===== src/hdl/bic_pkg.sv =====
package bic_pkg;
	// ==================================================
	// Register indices on the special-function write port
	localparam logic [3:0] TONE_CTRL_IDX  = 4'h5;
	localparam logic [3:0] IR_CTRL_IDX    = 4'h6;
	// ==================================================
	// Field positions
	localparam int TONE_EN_BIT    = 7;
	localparam int TONE_SRC_BIT   = 3;
	localparam int IR_OSC_SEL_BIT = 7;
	localparam int IR_POL_BIT     = 2;
	localparam int IR_FREQ_BIT    = 1;
	localparam int IR_EN_BIT      = 0;
	// ==================================================
	// Reset values
	localparam logic [7:0] TONE_CTRL_RST  = 8'h0f;
	localparam logic [7:0] IR_CTRL_RST    = 8'h00;
	// Largest divider bit for the counter source (divide by 128)
	localparam logic [2:0] TONE_CNT_MAXSEL = 3'h6;
	// ==================================================
	// Carrier half periods in oscillator rising edges
	localparam int OSC_LO_KHZ        = 455;
	localparam int OSC_HI_KHZ        = 3580;
	localparam int CAR_LO_KHZ        = 38;
	localparam int CAR_HI_KHZ        = 57;
	localparam logic [6:0] HALF_LO_38 = 7'(OSC_LO_KHZ / (2 * CAR_LO_KHZ));
	localparam logic [6:0] HALF_LO_57 = 7'(OSC_LO_KHZ / (2 * CAR_HI_KHZ));
	localparam logic [6:0] HALF_HI_38 = 7'(OSC_HI_KHZ / (2 * CAR_LO_KHZ));
	localparam logic [6:0] HALF_HI_57 = 7'(OSC_HI_KHZ / (2 * CAR_HI_KHZ));
endpackage : bic_pkg


===== src/hdl/bic_tone_if.sv =====
interface bic_tone_if;
	logic       presc_tick;
	logic       t1_run;
	logic [7:0] t1_reload;
	logic [3:0] tone_sel;
	logic       tone_level;
	logic       t1_underflow;
	modport ctrl (output presc_tick, output t1_run, output t1_reload, output tone_sel,
		input tone_level, input t1_underflow);
	modport gen (input presc_tick, input t1_run, input t1_reload, input tone_sel,
		output tone_level, output t1_underflow);
endinterface : bic_tone_if


===== src/hdl/bic_tone_gen.sv =====
module bic_tone_gen (
	input  wire logic i_clk,
	input  wire logic i_rst,
	bic_tone_if.gen   tif
);
	// ==================================================
	// Reload down-counter and two power-of-two dividers
	logic [7:0] t1_cnt_ff,  nxt_t1_cnt;
	logic       t1_uf_ff,   nxt_t1_uf;
	logic [7:0] pdiv_ff,    nxt_pdiv;
	logic [7:0] cdiv_ff,    nxt_cdiv;
	logic       tone_ff,    nxt_tone;
	logic [2:0] csel;

	always_comb begin
		nxt_t1_cnt = t1_cnt_ff;
		nxt_t1_uf  = 1'b0;
		nxt_pdiv   = pdiv_ff;
		nxt_cdiv   = cdiv_ff;
		csel       = tif.tone_sel[2:0];
		if (tif.presc_tick) begin
			nxt_pdiv = pdiv_ff + 8'h01;
			if (tif.t1_run) begin
				if (t1_cnt_ff == 8'h00) begin
					nxt_t1_cnt = tif.t1_reload;
					nxt_t1_uf  = 1'b1;
				end else begin
					nxt_t1_cnt = t1_cnt_ff - 8'h01;
				end
			end
		end
		if (t1_uf_ff) begin
			nxt_cdiv = cdiv_ff + 8'h01;
		end
		// Counter source stops at divide by 128
		if (csel > bic_pkg::TONE_CNT_MAXSEL) begin
			csel = bic_pkg::TONE_CNT_MAXSEL;
		end
		if (tif.tone_sel[bic_pkg::TONE_SRC_BIT]) begin
			nxt_tone = cdiv_ff[csel];
		end else begin
			nxt_tone = pdiv_ff[tif.tone_sel[2:0]];
		end
	end

	always_ff @(posedge i_clk) begin
		if (i_rst) begin
			t1_cnt_ff <= 8'h00;
			t1_uf_ff  <= 1'b0;
			pdiv_ff   <= 8'h00;
			cdiv_ff   <= 8'h00;
			tone_ff   <= 1'b0;
		end else begin
			t1_cnt_ff <= nxt_t1_cnt;
			t1_uf_ff  <= nxt_t1_uf;
			pdiv_ff   <= nxt_pdiv;
			cdiv_ff   <= nxt_cdiv;
			tone_ff   <= nxt_tone;
		end
	end

	assign tif.tone_level   = tone_ff;
	assign tif.t1_underflow = t1_uf_ff;
endmodule : bic_tone_gen


===== src/hdl/bic_top.sv =====
module bic_top (
	input  wire logic       I_REF_CLK,
	input  wire logic       I_RESET,
	input  wire logic       I_SFR_WE,
	input  wire logic [3:0] I_SFR_IDX,
	input  wire logic [7:0] I_SFR_WDATA,
	input  wire logic       I_PRESC_TICK,
	input  wire logic       I_T1_RUN,
	input  wire logic [7:0] I_T1_RELOAD,
	input  wire logic       I_IR_OSC,
	input  wire logic       I_PB7_LATCH,
	input  wire logic       I_PB7_OE,
	input  wire logic       I_PB1_LATCH,
	input  wire logic       I_PB1_OE,
	output logic            O_PB7_OUT,
	output logic            O_PB7_OE,
	output logic            O_PB1_OUT,
	output logic            O_PB1_OE,
	output logic            O_T1_UNDERFLOW
);
	// ==================================================
	// Write-only control registers
	// There is no read path at all; software must keep a shadow copy.
	logic [7:0] tone_ctrl_ff, nxt_tone_ctrl;
	logic [7:0] ir_ctrl_ff,   nxt_ir_ctrl;

	always_comb begin
		nxt_tone_ctrl = tone_ctrl_ff;
		nxt_ir_ctrl   = ir_ctrl_ff;
		if (I_SFR_WE && (I_SFR_IDX == bic_pkg::TONE_CTRL_IDX)) begin
			nxt_tone_ctrl = I_SFR_WDATA;
		end
		if (I_SFR_WE && (I_SFR_IDX == bic_pkg::IR_CTRL_IDX)) begin
			nxt_ir_ctrl = I_SFR_WDATA;
		end
	end

	always_ff @(posedge I_REF_CLK) begin
		if (I_RESET) begin
			tone_ctrl_ff <= bic_pkg::TONE_CTRL_RST;
			ir_ctrl_ff   <= bic_pkg::IR_CTRL_RST;
		end else begin
			tone_ctrl_ff <= nxt_tone_ctrl;
			ir_ctrl_ff   <= nxt_ir_ctrl;
		end
	end

	// ==================================================
	// Tone generator
	bic_tone_if tif ();

	assign tif.presc_tick = I_PRESC_TICK;
	assign tif.t1_run     = I_T1_RUN;
	assign tif.t1_reload  = I_T1_RELOAD;
	assign tif.tone_sel   = tone_ctrl_ff[3:0];

	bic_tone_gen u_tone (
		.i_clk (I_REF_CLK),
		.i_rst (I_RESET),
		.tif   (tif.gen)
	);

	// ==================================================
	// Carrier oscillator input, from a pin, so synchronised first
	logic       osc_s1_ff, osc_s2_ff, osc_s3_ff;
	logic [6:0] half_cnt_ff, nxt_half_cnt;
	logic       car_ff,      nxt_car;
	logic [6:0] half_len;
	logic       osc_rise;

	always_comb begin
		case ({ir_ctrl_ff[bic_pkg::IR_OSC_SEL_BIT], ir_ctrl_ff[bic_pkg::IR_FREQ_BIT]})
			2'b00:   half_len = bic_pkg::HALF_LO_38;
			2'b01:   half_len = bic_pkg::HALF_LO_57;
			2'b10:   half_len = bic_pkg::HALF_HI_38;
			default: half_len = bic_pkg::HALF_HI_57;
		endcase
		osc_rise     = osc_s2_ff & ~osc_s3_ff;
		nxt_half_cnt = half_cnt_ff;
		nxt_car      = car_ff;
		// Divider held cleared while off so the first burst after enabling starts on a fresh half period
		if (!ir_ctrl_ff[bic_pkg::IR_EN_BIT]) begin
			nxt_half_cnt = 7'h00;
			nxt_car      = 1'b0;
		end else if (osc_rise) begin
			if (half_cnt_ff + 7'h01 >= half_len) begin
				nxt_half_cnt = 7'h00;
				nxt_car      = ~car_ff;
			end else begin
				nxt_half_cnt = half_cnt_ff + 7'h01;
			end
		end
	end

	always_ff @(posedge I_REF_CLK) begin
		if (I_RESET) begin
			osc_s1_ff   <= 1'b0;
			osc_s2_ff   <= 1'b0;
			osc_s3_ff   <= 1'b0;
			half_cnt_ff <= 7'h00;
			car_ff      <= 1'b0;
		end else begin
			osc_s1_ff   <= I_IR_OSC;
			osc_s2_ff   <= osc_s1_ff;
			osc_s3_ff   <= osc_s2_ff;
			half_cnt_ff <= nxt_half_cnt;
			car_ff      <= nxt_car;
		end
	end

	// ==================================================
	// Pin multiplexing, all outputs registered
	logic nxt_pb7_out, nxt_pb7_oe, nxt_pb1_out, nxt_pb1_oe;
	logic ir_mark;

	always_comb begin
		if (tone_ctrl_ff[bic_pkg::TONE_EN_BIT]) begin
			nxt_pb7_out = tif.tone_level;
			nxt_pb7_oe  = 1'b1;
		end else begin
			nxt_pb7_out = I_PB7_LATCH;
			nxt_pb7_oe  = I_PB7_OE;
		end
		ir_mark = I_PB1_LATCH ^ ir_ctrl_ff[bic_pkg::IR_POL_BIT];
		if (ir_ctrl_ff[bic_pkg::IR_EN_BIT]) begin
			nxt_pb1_out = ir_mark & car_ff;
			nxt_pb1_oe  = 1'b1;
		end else begin
			nxt_pb1_out = I_PB1_LATCH;
			nxt_pb1_oe  = I_PB1_OE;
		end
	end

	always_ff @(posedge I_REF_CLK) begin
		if (I_RESET) begin
			O_PB7_OUT      <= 1'b0;
			O_PB7_OE       <= 1'b0;
			O_PB1_OUT      <= 1'b0;
			O_PB1_OE       <= 1'b0;
			O_T1_UNDERFLOW <= 1'b0;
		end else begin
			O_PB7_OUT      <= nxt_pb7_out;
			O_PB7_OE       <= nxt_pb7_oe;
			O_PB1_OUT      <= nxt_pb1_out;
			O_PB1_OE       <= nxt_pb1_oe;
			O_T1_UNDERFLOW <= tif.t1_underflow;
		end
	end
endmodule : bic_top


===== config.mk =====
export PLATFORM = sky130hd
export DESIGN_NAME = bic_top
export DESIGN_NICKNAME = d
export VERILOG_FILES = /design/src/hdl/bic_pkg.sv /design/src/hdl/bic_tone_if.sv /design/src/hdl/bic_tone_gen.sv /design/src/hdl/bic_top.sv
export SDC_FILE = /design/constraint.sdc
export NUM_CORES = 1
export LEC_CHECK = 0
export ABC_AREA = 0
export BUFFER_PORTS_ARGS = -buffer_cell sky130_fd_sc_hd__buf_2
export CAP_MARGIN = 20
export CORE_UTILIZATION = 50
export DETAILED_ROUTE_END_ITERATION = 7
export PLACE_DENSITY_LB_ADDON = 0.08
export SLEW_MARGIN = 20
export SYNTH_ARGS = -nofsm -noshare
export SYNTH_HDL_FRONTEND = slang
export SYNTH_SLANG_ARGS = --single-unit

===== constraint.sdc =====
create_clock -name I_REF_CLK -period 2.2 [get_ports I_REF_CLK]
set_clock_uncertainty 0.2 [all_clocks]
set_input_delay 0.22 -clock I_REF_CLK [delete_from_list [all_inputs] [get_ports I_REF_CLK]]
set_output_delay 0.22 -clock I_REF_CLK [all_outputs]
set_load 0.05 [all_outputs]

==> impl_metrics.toml, run 1 <==
[clock_tree]
cts.sinks = 50
clock_latency_ns = 0.31
cts_root_buf = "clkbuf_8"
cts_buffers = 5
clk_pin_slew_ns = 0.08
cts.path.max_buffers = 2
cts.htree.levels = 2
tritoncts = "done"

[setup_path]
path_cells = "ha_2, nand3_4, xnor2_2, ha_4, o2111a_1, o21ai_4, buf_6, a32o_2"
reg2reg_from = "half_cnt_ff[0]$_SDFFE_PP0P_"
crit_slowest_cell = "dfxtp_2"
r2r_cells = 8
setup.worst_path.end = "half_cnt_ff[5]$_SDFFE_PP0P_"
rrSetupSlack_ns = 0.11
setup.worst_path.start = "half_cnt_ff[0]$_SDFFE_PP0P_"
cp.depth = 8
arrival_ns = 2.09
critPathMaxFanout = 5
crit_type = "register to register"
path_buf_inv = 1
r2r-end = "half_cnt_ff[5]$_SDFFE_PP0P_"
path_delay_family = "compound AO/OA/AOI/OAI gates"
cp-start-kind = "register"
end_kind = "register"
slowest_delay_ns = 0.34
required_ns = 2.20

[floorplanning]
core_area_um2 = 4474
die_x_um = 71.17
io_pins = 35
rows = 24
start_util_pct = 53.47
die_y_um = 71.17
die_area_um2 = 5065

[logic_synthesis]
synth_edf_count = 0
synth_area_leaders = "dfxtp_1 (42%), nor2_1 (6.0%), mux2i_1 (5.4%), ha_1 (5.2%), mux4_2 (3.8%)"
syn_area_um2 = 2392
synth_seq_cells = 50
netlist_top_cells_count = "dfxtp_1 (50), nor2_1 (38), nand2_1 (24), nor2b_1 (14), mux2i_1 (13)"
yosysTopAreaCell = "dfxtp_1"
syn_nets = 299
synth_cell_types = 45
synthCells = 259
yosys_warnings = 0
ys.flop_type = "dfxtp_1"
syn_avg_cell_area_um2 = 9.237
synth_top_area_share_pct = 41.84
synth_most_common_cell = "dfxtp_1"
seq_area_frac_synth_pct = 41.84
async_flop_share_pct = 0

[pwr]
swShare_pct = 25.98
total_power_mw = 1.845
combPwrFrac_pct = 15.4
power_frac_seq_pct = 52.7
intPower_mw = 1.366
max-vdd-ir-drop_mv = 0.3768
p_leak_nw = 1.163
power_density_nw_per_um2 = 639.4
switchingPower_mw = 0.4794
clkPwrFrac_pct = 31.9

[place]
placed_area_um2 = 2625
dp_hpwl_mm = 3.136
io_buffers = 31
place.gp.congestion = 0.7495
pre_cts_ws_ns = 0.07082

[cells_and_area]
fin_area_um2 = 2885
fillCellCount = 368
drive_above_1_share_pct = 22.55
nets = 345
diodes = 0
syn_to_final_growth_pct = 20.61
final_util_pct = 64.49

[timing]
fin_crit_sh_pct = 94.89
post-route-min-period_ns = 2.088
whs_ns = 0.02633
drv_slew = 0
finalSetupViolations = 0
fin_ws_ns = 0.1124
hold_viol = 0
worst_pin_slew_ns = 0.5689
relSlewSlack_pct = 61.91
fmax_mhz = 479.0

[global_routing]
grt_pass1_wl_mm = 7.797
antenna_found_initial = 0
grt_usage_pct = 19.49
overflow = 0
grt_max_degree = 43
grt_pass1_vias = 1794

[status]
status = "finished clean"

[hold_path]
min_path_cells = 3
min_path_type = "input port to register"

[routing]
routedWlPerCell_um = 12.55
drt_iter0_drc = 105
avgViaCountPerCell = 5.321
ant_nets = 0
first_pass_iters = 6
vias = 1905
drc_errors = 0
wl_mm = 4.493

[run]
drv_cap = 0
==> area by class of cell <==
| cell class | count | area (um2) | area share, % |
|---|---|---|---|
| Timing Repair Buffer | 49 | 316.6 | 10.97 |
| Clock inverter | 1 | 8.758 | 0.3036 |
| Sequential cell | 50 | 1005 | 34.82 |
| Inverter | 6 | 22.52 | 0.7806 |
| Clock buffer | 7 | 96.34 | 3.339 |
| Tap cell | 52 | 65.06 | 2.255 |
| Multi-Input combinational cell | 193 | 1371 | 47.53 |
==> power groups by stage <==
stage | Clock (mW) | Combinational [mW] | Sequential (mW)
finish | 0.588 | 0.285 | 0.972
CTS | 0.611 | 0.285 | 0.972
detailed placement | 0 | 0.272 | 0.993
global route | 0.652 | 0.321 | 0.978
global placement | 0 | 0.269 | 0.993
floorplan | 0 | 0.180 | 1.00
==> flip-flops by register name, indices dropped and copies added, names as in the netlist <==
register                 count
ir_ctrl_ff                   4
O_PB7_OUT                    1
O_PB1_OUT                    1
car_ff                       1
O_T1_UNDERFLOW               1
osc_s2_ff                    1
osc_s3_ff                    1
u_tone.tif.tone_level        1
u_tone.cdiv_ff               7
u_tone.tif.t1_underflow      1
O_PB1_OE                     1
half_cnt_ff                  7
u_tone.pdiv_ff               8
u_tone.t1_cnt_ff             8
O_PB7_OE                     1
osc_s1_ff                    1
tone_ctrl_ff                 5
==> per-stage QoR <==
step / TNS [ns] / std cells
CTS: 0 / 357
floorplan: 0 / 259
detailed placement: 0 / 340
global route: -0.2197 / 358
finish: 0 / 358
global placement: 0 / 340
==> kinds of logic after synthesis <==
group | after synthesis | synth area share (%)
muxes | 18 | 9.676
buffers and inverters | 16 | 2.929
and+or+nand+nor | 113 | 24.22
DFF | 50 | 41.84
xor gates and xnor gates | 14 | 5.125
adders and majority gates | 10 | 5.230
AOI/OAI and AO/OA | 38 | 10.98
==> worst register-to-register path, cell delays in order, from the launching register on <==
cell	delay, ns
dfxtp_2	0.34
ha_2	0.21
nand3_4	0.09
xnor2_2	0.16
ha_4	0.28
o2111a_1	0.24
o21ai_4	0.08
buf_6	0.13
a32o_2	0.25
==> repair_timing <==
item                       4_1_cts  5_1_grt
setup endpoints to repair        0        7
hold buffers                     9        0
buffers inserted                 0        1
gates resized for setup          0       12
hold endpoints to repair        13        0
==> layout by cell type, fill, tap and decap left out, types with 8 or more instances in the layout <==
cell / instances
a21oi_1: 9
buf_2: 31
nor2_1: 38
xor2_1: 10
ha_1: 8
mux2i_1: 13
dlygate4sd3_1: 9
dfxtp_1: 47
nand2_1: 24
nor2b_1: 14
buf_4: 8
==> worst min path at each step <==
| stage | startpoint | to | slack (ns) |
|---|---|---|---|
| detailed placement | I_PB7_OE | O_PB7_OE$_SDFF_PP0_ | 0.23 |
| finish | I_T1_RUN | u_tone.tif.t1_underflow$_SDFF_PP0_ | 0.03 |
| global placement | osc_s1_ff$_SDFF_PP0_ | osc_s2_ff$_SDFF_PP0_ | 0.22 |
| floorplan | I_PB1_OE | O_PB1_OE$_SDFF_PP0_ | 0.14 |
| global route | I_T1_RUN | u_tone.tif.t1_underflow$_SDFF_PP0_ | 0.03 |
| CTS | I_T1_RUN | u_tone.tif.t1_underflow$_SDFF_PP0_ | 0.02 |
==> per-layer routing <==
layer | vias to the layer above | part of all wire, % | global-route usage, %
met5 | - | 0 | 0
met4 | 0 | 1.8 | 8.667
met3 | 7 | 3.4 | 3.989
met2 | 26 | 46 | 31.11
met1 | 864 | 49 | 25.49
li1 | 1008 | - | -
Power figures use the tool's default switching activity.
==> inputs of run 2 (changes only) <==
Settings changed: SYNTH_HIERARCHICAL set to 1.
==> run 2 against run 1 <==
Net effect:
- area after synthesis grew 2.1%
- combinational power is 15% higher
- cell count increased by 3.9%
- global-route usage fell by 0.95 points
- count of clock-buffer cells in the layout unchanged
- final area up 4.9%
- fmax shrank 2.6%
- register-to-register slack got worse by 0.06 ns
- largest power group unchanged
==> impl_metrics.toml, run 2 <==
[status]
status = "finished clean"

[logic_synthesis]
seq_area_frac_synth_pct = 40.98
synth_most_common_cell = "dfxtp_1"
synth_area_leaders = "dfxtp_1 (41%), mux2i_1 (7.0%), ha_1 (5.1%), nor2_1 (4.9%), nor2b_1 (4.4%)"
synth_cell_types = 47
yosysTopAreaCell = "dfxtp_1"
syn_avg_cell_area_um2 = 9.616
async_flop_share_pct = 0
ys.flop_type = "dfxtp_1"
synth_top_area_share_pct = 40.98
synthCells = 254
yosys_warnings = 6
syn_area_um2 = 2442
synth_edf_count = 0
netlist_top_cells_count = "dfxtp_1 (50), nor2_1 (32), mux2i_1 (17), nor2b_1 (17), nand2_1 (15)"
synth_seq_cells = 50
syn_nets = 294

[timing]
fin_tns_setup_ns = 0
relSlewSlack_pct = 62.99
worst_pin_slew_ns = 0.5539
whs_ns = 0.03309
hold_viol = 0
finalSetupViolations = 0
fin_crit_sh_pct = 97.46
post-route-min-period_ns = 2.144
drv_slew = 0
fmax_mhz = 466.4
rsz0062_at_grt = "yes"

[setup_path]
critPathMaxFanout = 5
required_ns = 2.24
cp-start-kind = "register"
crit_type = "register to register"
r2r_cells = 8
arrival_ns = 2.18
end_kind = "register"

[pwr]
switchingPower_mw = 0.4873
intPower_mw = 1.359
power_frac_seq_pct = 53.0
p_leak_nw = 1.271
power_density_nw_per_um2 = 609.9
clkPwrFrac_pct = 29.2
total_power_mw = 1.846
combPwrFrac_pct = 17.8
swShare_pct = 26.39
max-vdd-ir-drop_mv = 0.4270

[clock_tree]
cts.sinks = 50
cts.path.max_buffers = 2
cts_buffers = 5
cts_root_buf = "clkbuf_8"
clock_latency_ns = 0.30
cts.htree.levels = 2
clk_pin_slew_ns = 0.08
tritoncts = "done"

[cells_and_area]
layout_common_cells = "dfxtp_1 (46), nor2_1 (32), buf_2 (31)"
fin_area_um2 = 3027
largest_registers = "u_tone/pdiv_ff x8, u_tone/t1_cnt_ff x8"
layout_commonest_cell = "dfxtp_1"
final_cell_count_no_fill = 372
nets = 344
drive_above_1_share_pct = 26.23
diodes = 0
syn_to_final_growth_pct = 23.92

[floorplanning]
rows = 25
start_util_pct = 51.71
core_area_um2 = 4723
die_y_um = 71.89
die_x_um = 71.89
io_pins = 35
die_area_um2 = 5168

[global_routing]
grt_pass1_vias = 1789
overflow = 0
grt_pass1_wl_mm = 7.603
grt_usage_pct = 18.54
antenna_found_initial = 0
grtUsageMet3_pct = 4.167
busiest_layer = "met2"
grtUsageMet2_pct = 32.39
grt_max_degree = 44
met1_usage_pct = 23.03

[routing]
drc_errors = 0
vias = 1912
drt_iter0_drc = 55
wl_mm = 4.493
avgViaCountPerCell = 5.140
routedWlPerCell_um = 12.08
ant_nets = 0
first_pass_iters = 4

[place]
place.gp.congestion = 0.7642
dp_hpwl_mm = 3.000
dp_cells = 344
placed_area_um2 = 2654
io_buffers = 31

[hold_path]
min_path_type = "input port to register"
min_path_cells = 3

[run]
drv_cap = 0
## run 2: changes by cell type after synthesis, moves of 3 or more
cell,before,now
a21oi_1,10,7
a32o_2,2,5
nand2_1,24,15
nand3_1,4,7
mux2i_1,13,17
nor2b_1,14,17
o31ai_1,0,3
nor2_1,38,32
## run 2: worst max-delay path, stage by stage (launching register included)
cell and delay, ns:
dfxtp_2 0.37, ha_4 0.16, nand3_4 0.08, xnor2_2 0.14
ha_1 0.31, o2111a_1 0.18, o31a_1 0.33, nor2_4 0.15
a32o_2 0.18
## run 2: final timing paths
| path | startpoint | endpoint | slack, ns |
|---|---|---|---|
| worst min-delay path | I_T1_RELOAD[2] | u_tone/t1_cnt_ff[2]$_SDFFE_PP0P_ | 0.03 |
| worst max-delay path | half_cnt_ff[0]$_SDFFE_PP0P_ | half_cnt_ff[2]$_SDFFE_PP0P_ | 0.06 |
| worst min register to register | osc_s1_ff$_SDFF_PP0_ | osc_s2_ff$_SDFF_PP0_ | 0.24 |
| worst max register to register | half_cnt_ff[0]$_SDFFE_PP0P_ | half_cnt_ff[2]$_SDFFE_PP0P_ | 0.06 |
## run 2: layout make-up
type	instances	area [um2]
Inverter	5	18.77
Clock buffer	7	86.33
Timing Repair Buffer	54	367.9
Fill cell	409	1697
Clock inverter	1	5.005
Sequential cell	50	1008
Multi-Input combinational cell	188	1456
Tap cell	67	83.83
## run 2: metrics by stage
stage | utilization, % | setup slack [ns]
after CTS | 61.99 | 0.001237
after detailed placement | 56.19 | -0.01989
after global routing | 64.08 | -0.03083
final | 64.08 | 0.05582
after floorplan | - | 0.08642
after global placement | 56.19 | 0.01250
## run 2: power groups by stage
stage,Combinational [mW],Sequential [mW],Clock [mW]
2_1_floorplan,0.248,1.01,0
3_3_place_gp,0.309,1.00,0
3_5_place_dp,0.310,1.00,0
4_1_cts,0.329,0.978,0.571
5_1_grt,0.364,0.985,0.596
6_report,0.328,0.979,0.539
## run 2: logic make-up after synthesis
group | share of synthesized area, %
AND/OR/NAND/NOR | 23.46
flip-flops | 40.98
AO/OA/AOI/OAI | 11.78
multiplexers | 10.81
buffers and inverters | 2.817
XOR/XNOR | 5.020
adder cells (fa/ha/maj) | 5.123
## run 2: what timing repair did
item | 4_1_cts | 5_1_grt
hold buffers | 13 | 0
hold endpoints to repair | 17 | 0
resized for setup | 6 | 14
setup buffers | 3 | 4
setup endpoints to repair | 6 | 7
pin swaps | 5 | 16
## run 2: layer usage
layer / up-vias / share of wire [%]
met5: - / 0
met4: 0 / 0.93
met1: 864 / 47
met3: 4 / 4.3
li1: 1003 / -
met2: 41 / 47
==> inputs of run 3 (changes only) <==
Clock period 2.2 ns to 2.4 ns, I/O delays scaled along.
==> run 3 against run 2 <==
Net effect:
- the flow now finishes with violations (design-rule violations)
- via count shrank 2.5%
- register-to-register slack better by 0.08 ns
- worst setup slack improved by 0.081 ns
- non-clock buffer count is 10 lower
- critical path depth unchanged
- die area unchanged
- routed wire length shrank 4.1%
- first-iteration DRC count increased by 29%
- worst hold slack worse by 0.011 ns
- sequential power is 8.3% lower
- critical endpoint is now half_cnt_ff[1]$_SDFFE_PP0P_
==> impl_metrics.toml, run 3 (same netlist as run 2, synthesis figures left out) <==
[setup_path]
reg2reg_from = "half_cnt_ff[1]$_SDFFE_PP0P_"
r2r-end = "half_cnt_ff[1]$_SDFFE_PP0P_"
r2r_cells = 8
end_kind = "register"
rrSetupSlack_ns = 0.14
crit_type = "register to register"
cp-start-kind = "register"
critPathMaxFanout = 5
arrival_ns = 2.30
required_ns = 2.44

[routing]
drc_errors = 2
drt_iter0_drc = 71
vias = 1865
first_pass_iters = 6
wl_mm = 4.311
avgViaCountPerCell = 5.166
ant_nets = 0
routedWlPerCell_um = 11.94

[floorplanning]
rows = 25
die_area_um2 = 5168
die_y_um = 71.89
start_util_pct = 51.71
core_area_um2 = 4723
die_x_um = 71.89
io_pins = 35

[status]
status = "finished with violations"
failed_checks = "design-rule violations"

[global_routing]
overflow = 0
antenna_found_initial = 0
grt_pass1_vias = 1706
grt_pass1_wl_mm = 7.245
grt_usage_pct = 17.72
grt_max_degree = 44

[timing]
relSlewSlack_pct = 64.07
fmax_mhz = 441.9
rsz0062_at_grt = "no"
whs_ns = 0.02196
fin_tns_setup_ns = 0
finalSetupViolations = 0
drv_slew = 0
hold_viol = 0
fin_crit_sh_pct = 94.30
post-route-min-period_ns = 2.263
worst_pin_slew_ns = 0.5378
fin_ws_ns = 0.1368

[pwr]
power_density_nw_per_um2 = 581.2
total_power_mw = 1.652
p_leak_nw = 1.179
max-vdd-ir-drop_mv = 0.3295

[place]
dp_hpwl_mm = 2.988
pre_cts_ws_ns = 0.1471
io_buffers = 31
dp_cells = 343
place.gp.congestion = 0.7511
placed_area_um2 = 2646

[cells_and_area]
final_cell_count_no_fill = 361
final_util_pct = 60.19
multi_input_area_um2 = 1383
layout_commonest_cell = "dfxtp_1"
fin_area_um2 = 2843
drive_above_1_share_pct = 19.39
largest_registers = "u_tone/pdiv_ff x8, u_tone/t1_cnt_ff x8"
diodes = 0
nets = 334
seq_area_um2 = 1001
layout_common_cells = "dfxtp_1 (50), nor2_1 (32), buf_2 (31)"
fillCellCount = 438
syn_to_final_growth_pct = 16.39

[clock_tree]
clock_latency_ns = 0.29
cts.sinks = 50
cts_buffers = 5
tritoncts = "done"
cts_root_buf = "clkbuf_8"
cts.htree.levels = 2
cts.path.max_buffers = 2
clk_pin_slew_ns = 0.08

[hold_path]
min_to = "u_tone/t1_cnt_ff[0]$_SDFFE_PP0P_"
min_path_cells = 3
min_from = "I_T1_RELOAD[0]"
min_path_type = "input port to register"

[run]
drv_cap = 0
## run 3: final cells by class
type	instances	share of cell area (%)
multi-input combinational	188	48.64
sequential	50	35.21
timing repair buffer	44	9.859
tap	67	2.949
clock buffer	7	2.685
inverter	5	0.6602
## run 3: critical path, stage by stage, from the launching register on
cell and delay (ns):
dfxtp_1 0.39, ha_2 0.23, nand3_1 0.12, xnor2_2 0.17, ha_1 0.29, o2111a_1 0.16
o31a_1 0.32, nor2_4 0.15, a32o_2 0.18
## run 3: repair_timing
item | 4_1_cts | 5_1_grt
buffers inserted | 0 | 0
resized for setup | 0 | 2
endpoints found under the hold margin | 12 | 0
setup endpoints to repair | 0 | 7
hold buffers | 11 | 0
## run 3: where the power goes
part,internal [mW],total (mW),switching [mW]
Clock,0.201,0.457,0.256
Combinational,0.147,0.297,0.149
Sequential,0.864,0.898,0.0344
Total,1.21,1.65,0.440
## run 3: routing by layer
layer | vias up | track usage (%) | routed length [um]
met1 | 846 | 23.70 | 2200
li1 | 983 | - | -
met2 | 29 | 28.72 | 1928
met3 | 7 | 2.917 | 113
met5 | - | 0 | 0
met4 | 0 | 7.190 | 68
## run 3: worst max-delay path by stage
stage	from	to	slack, ns
3_3_place_gp	half_cnt_ff[1]$_SDFFE_PP0P_	half_cnt_ff[1]$_SDFFE_PP0P_	0.15
2_1_floorplan	half_cnt_ff[0]$_SDFFE_PP0P_	half_cnt_ff[1]$_SDFFE_PP0P_	0.29
5_1_grt	half_cnt_ff[1]$_SDFFE_PP0P_	half_cnt_ff[1]$_SDFFE_PP0P_	0.02
3_5_place_dp	half_cnt_ff[1]$_SDFFE_PP0P_	half_cnt_ff[1]$_SDFFE_PP0P_	0.15
4_1_cts	half_cnt_ff[1]$_SDFFE_PP0P_	half_cnt_ff[1]$_SDFFE_PP0P_	0.12
6_report	half_cnt_ff[1]$_SDFFE_PP0P_	half_cnt_ff[1]$_SDFFE_PP0P_	0.14
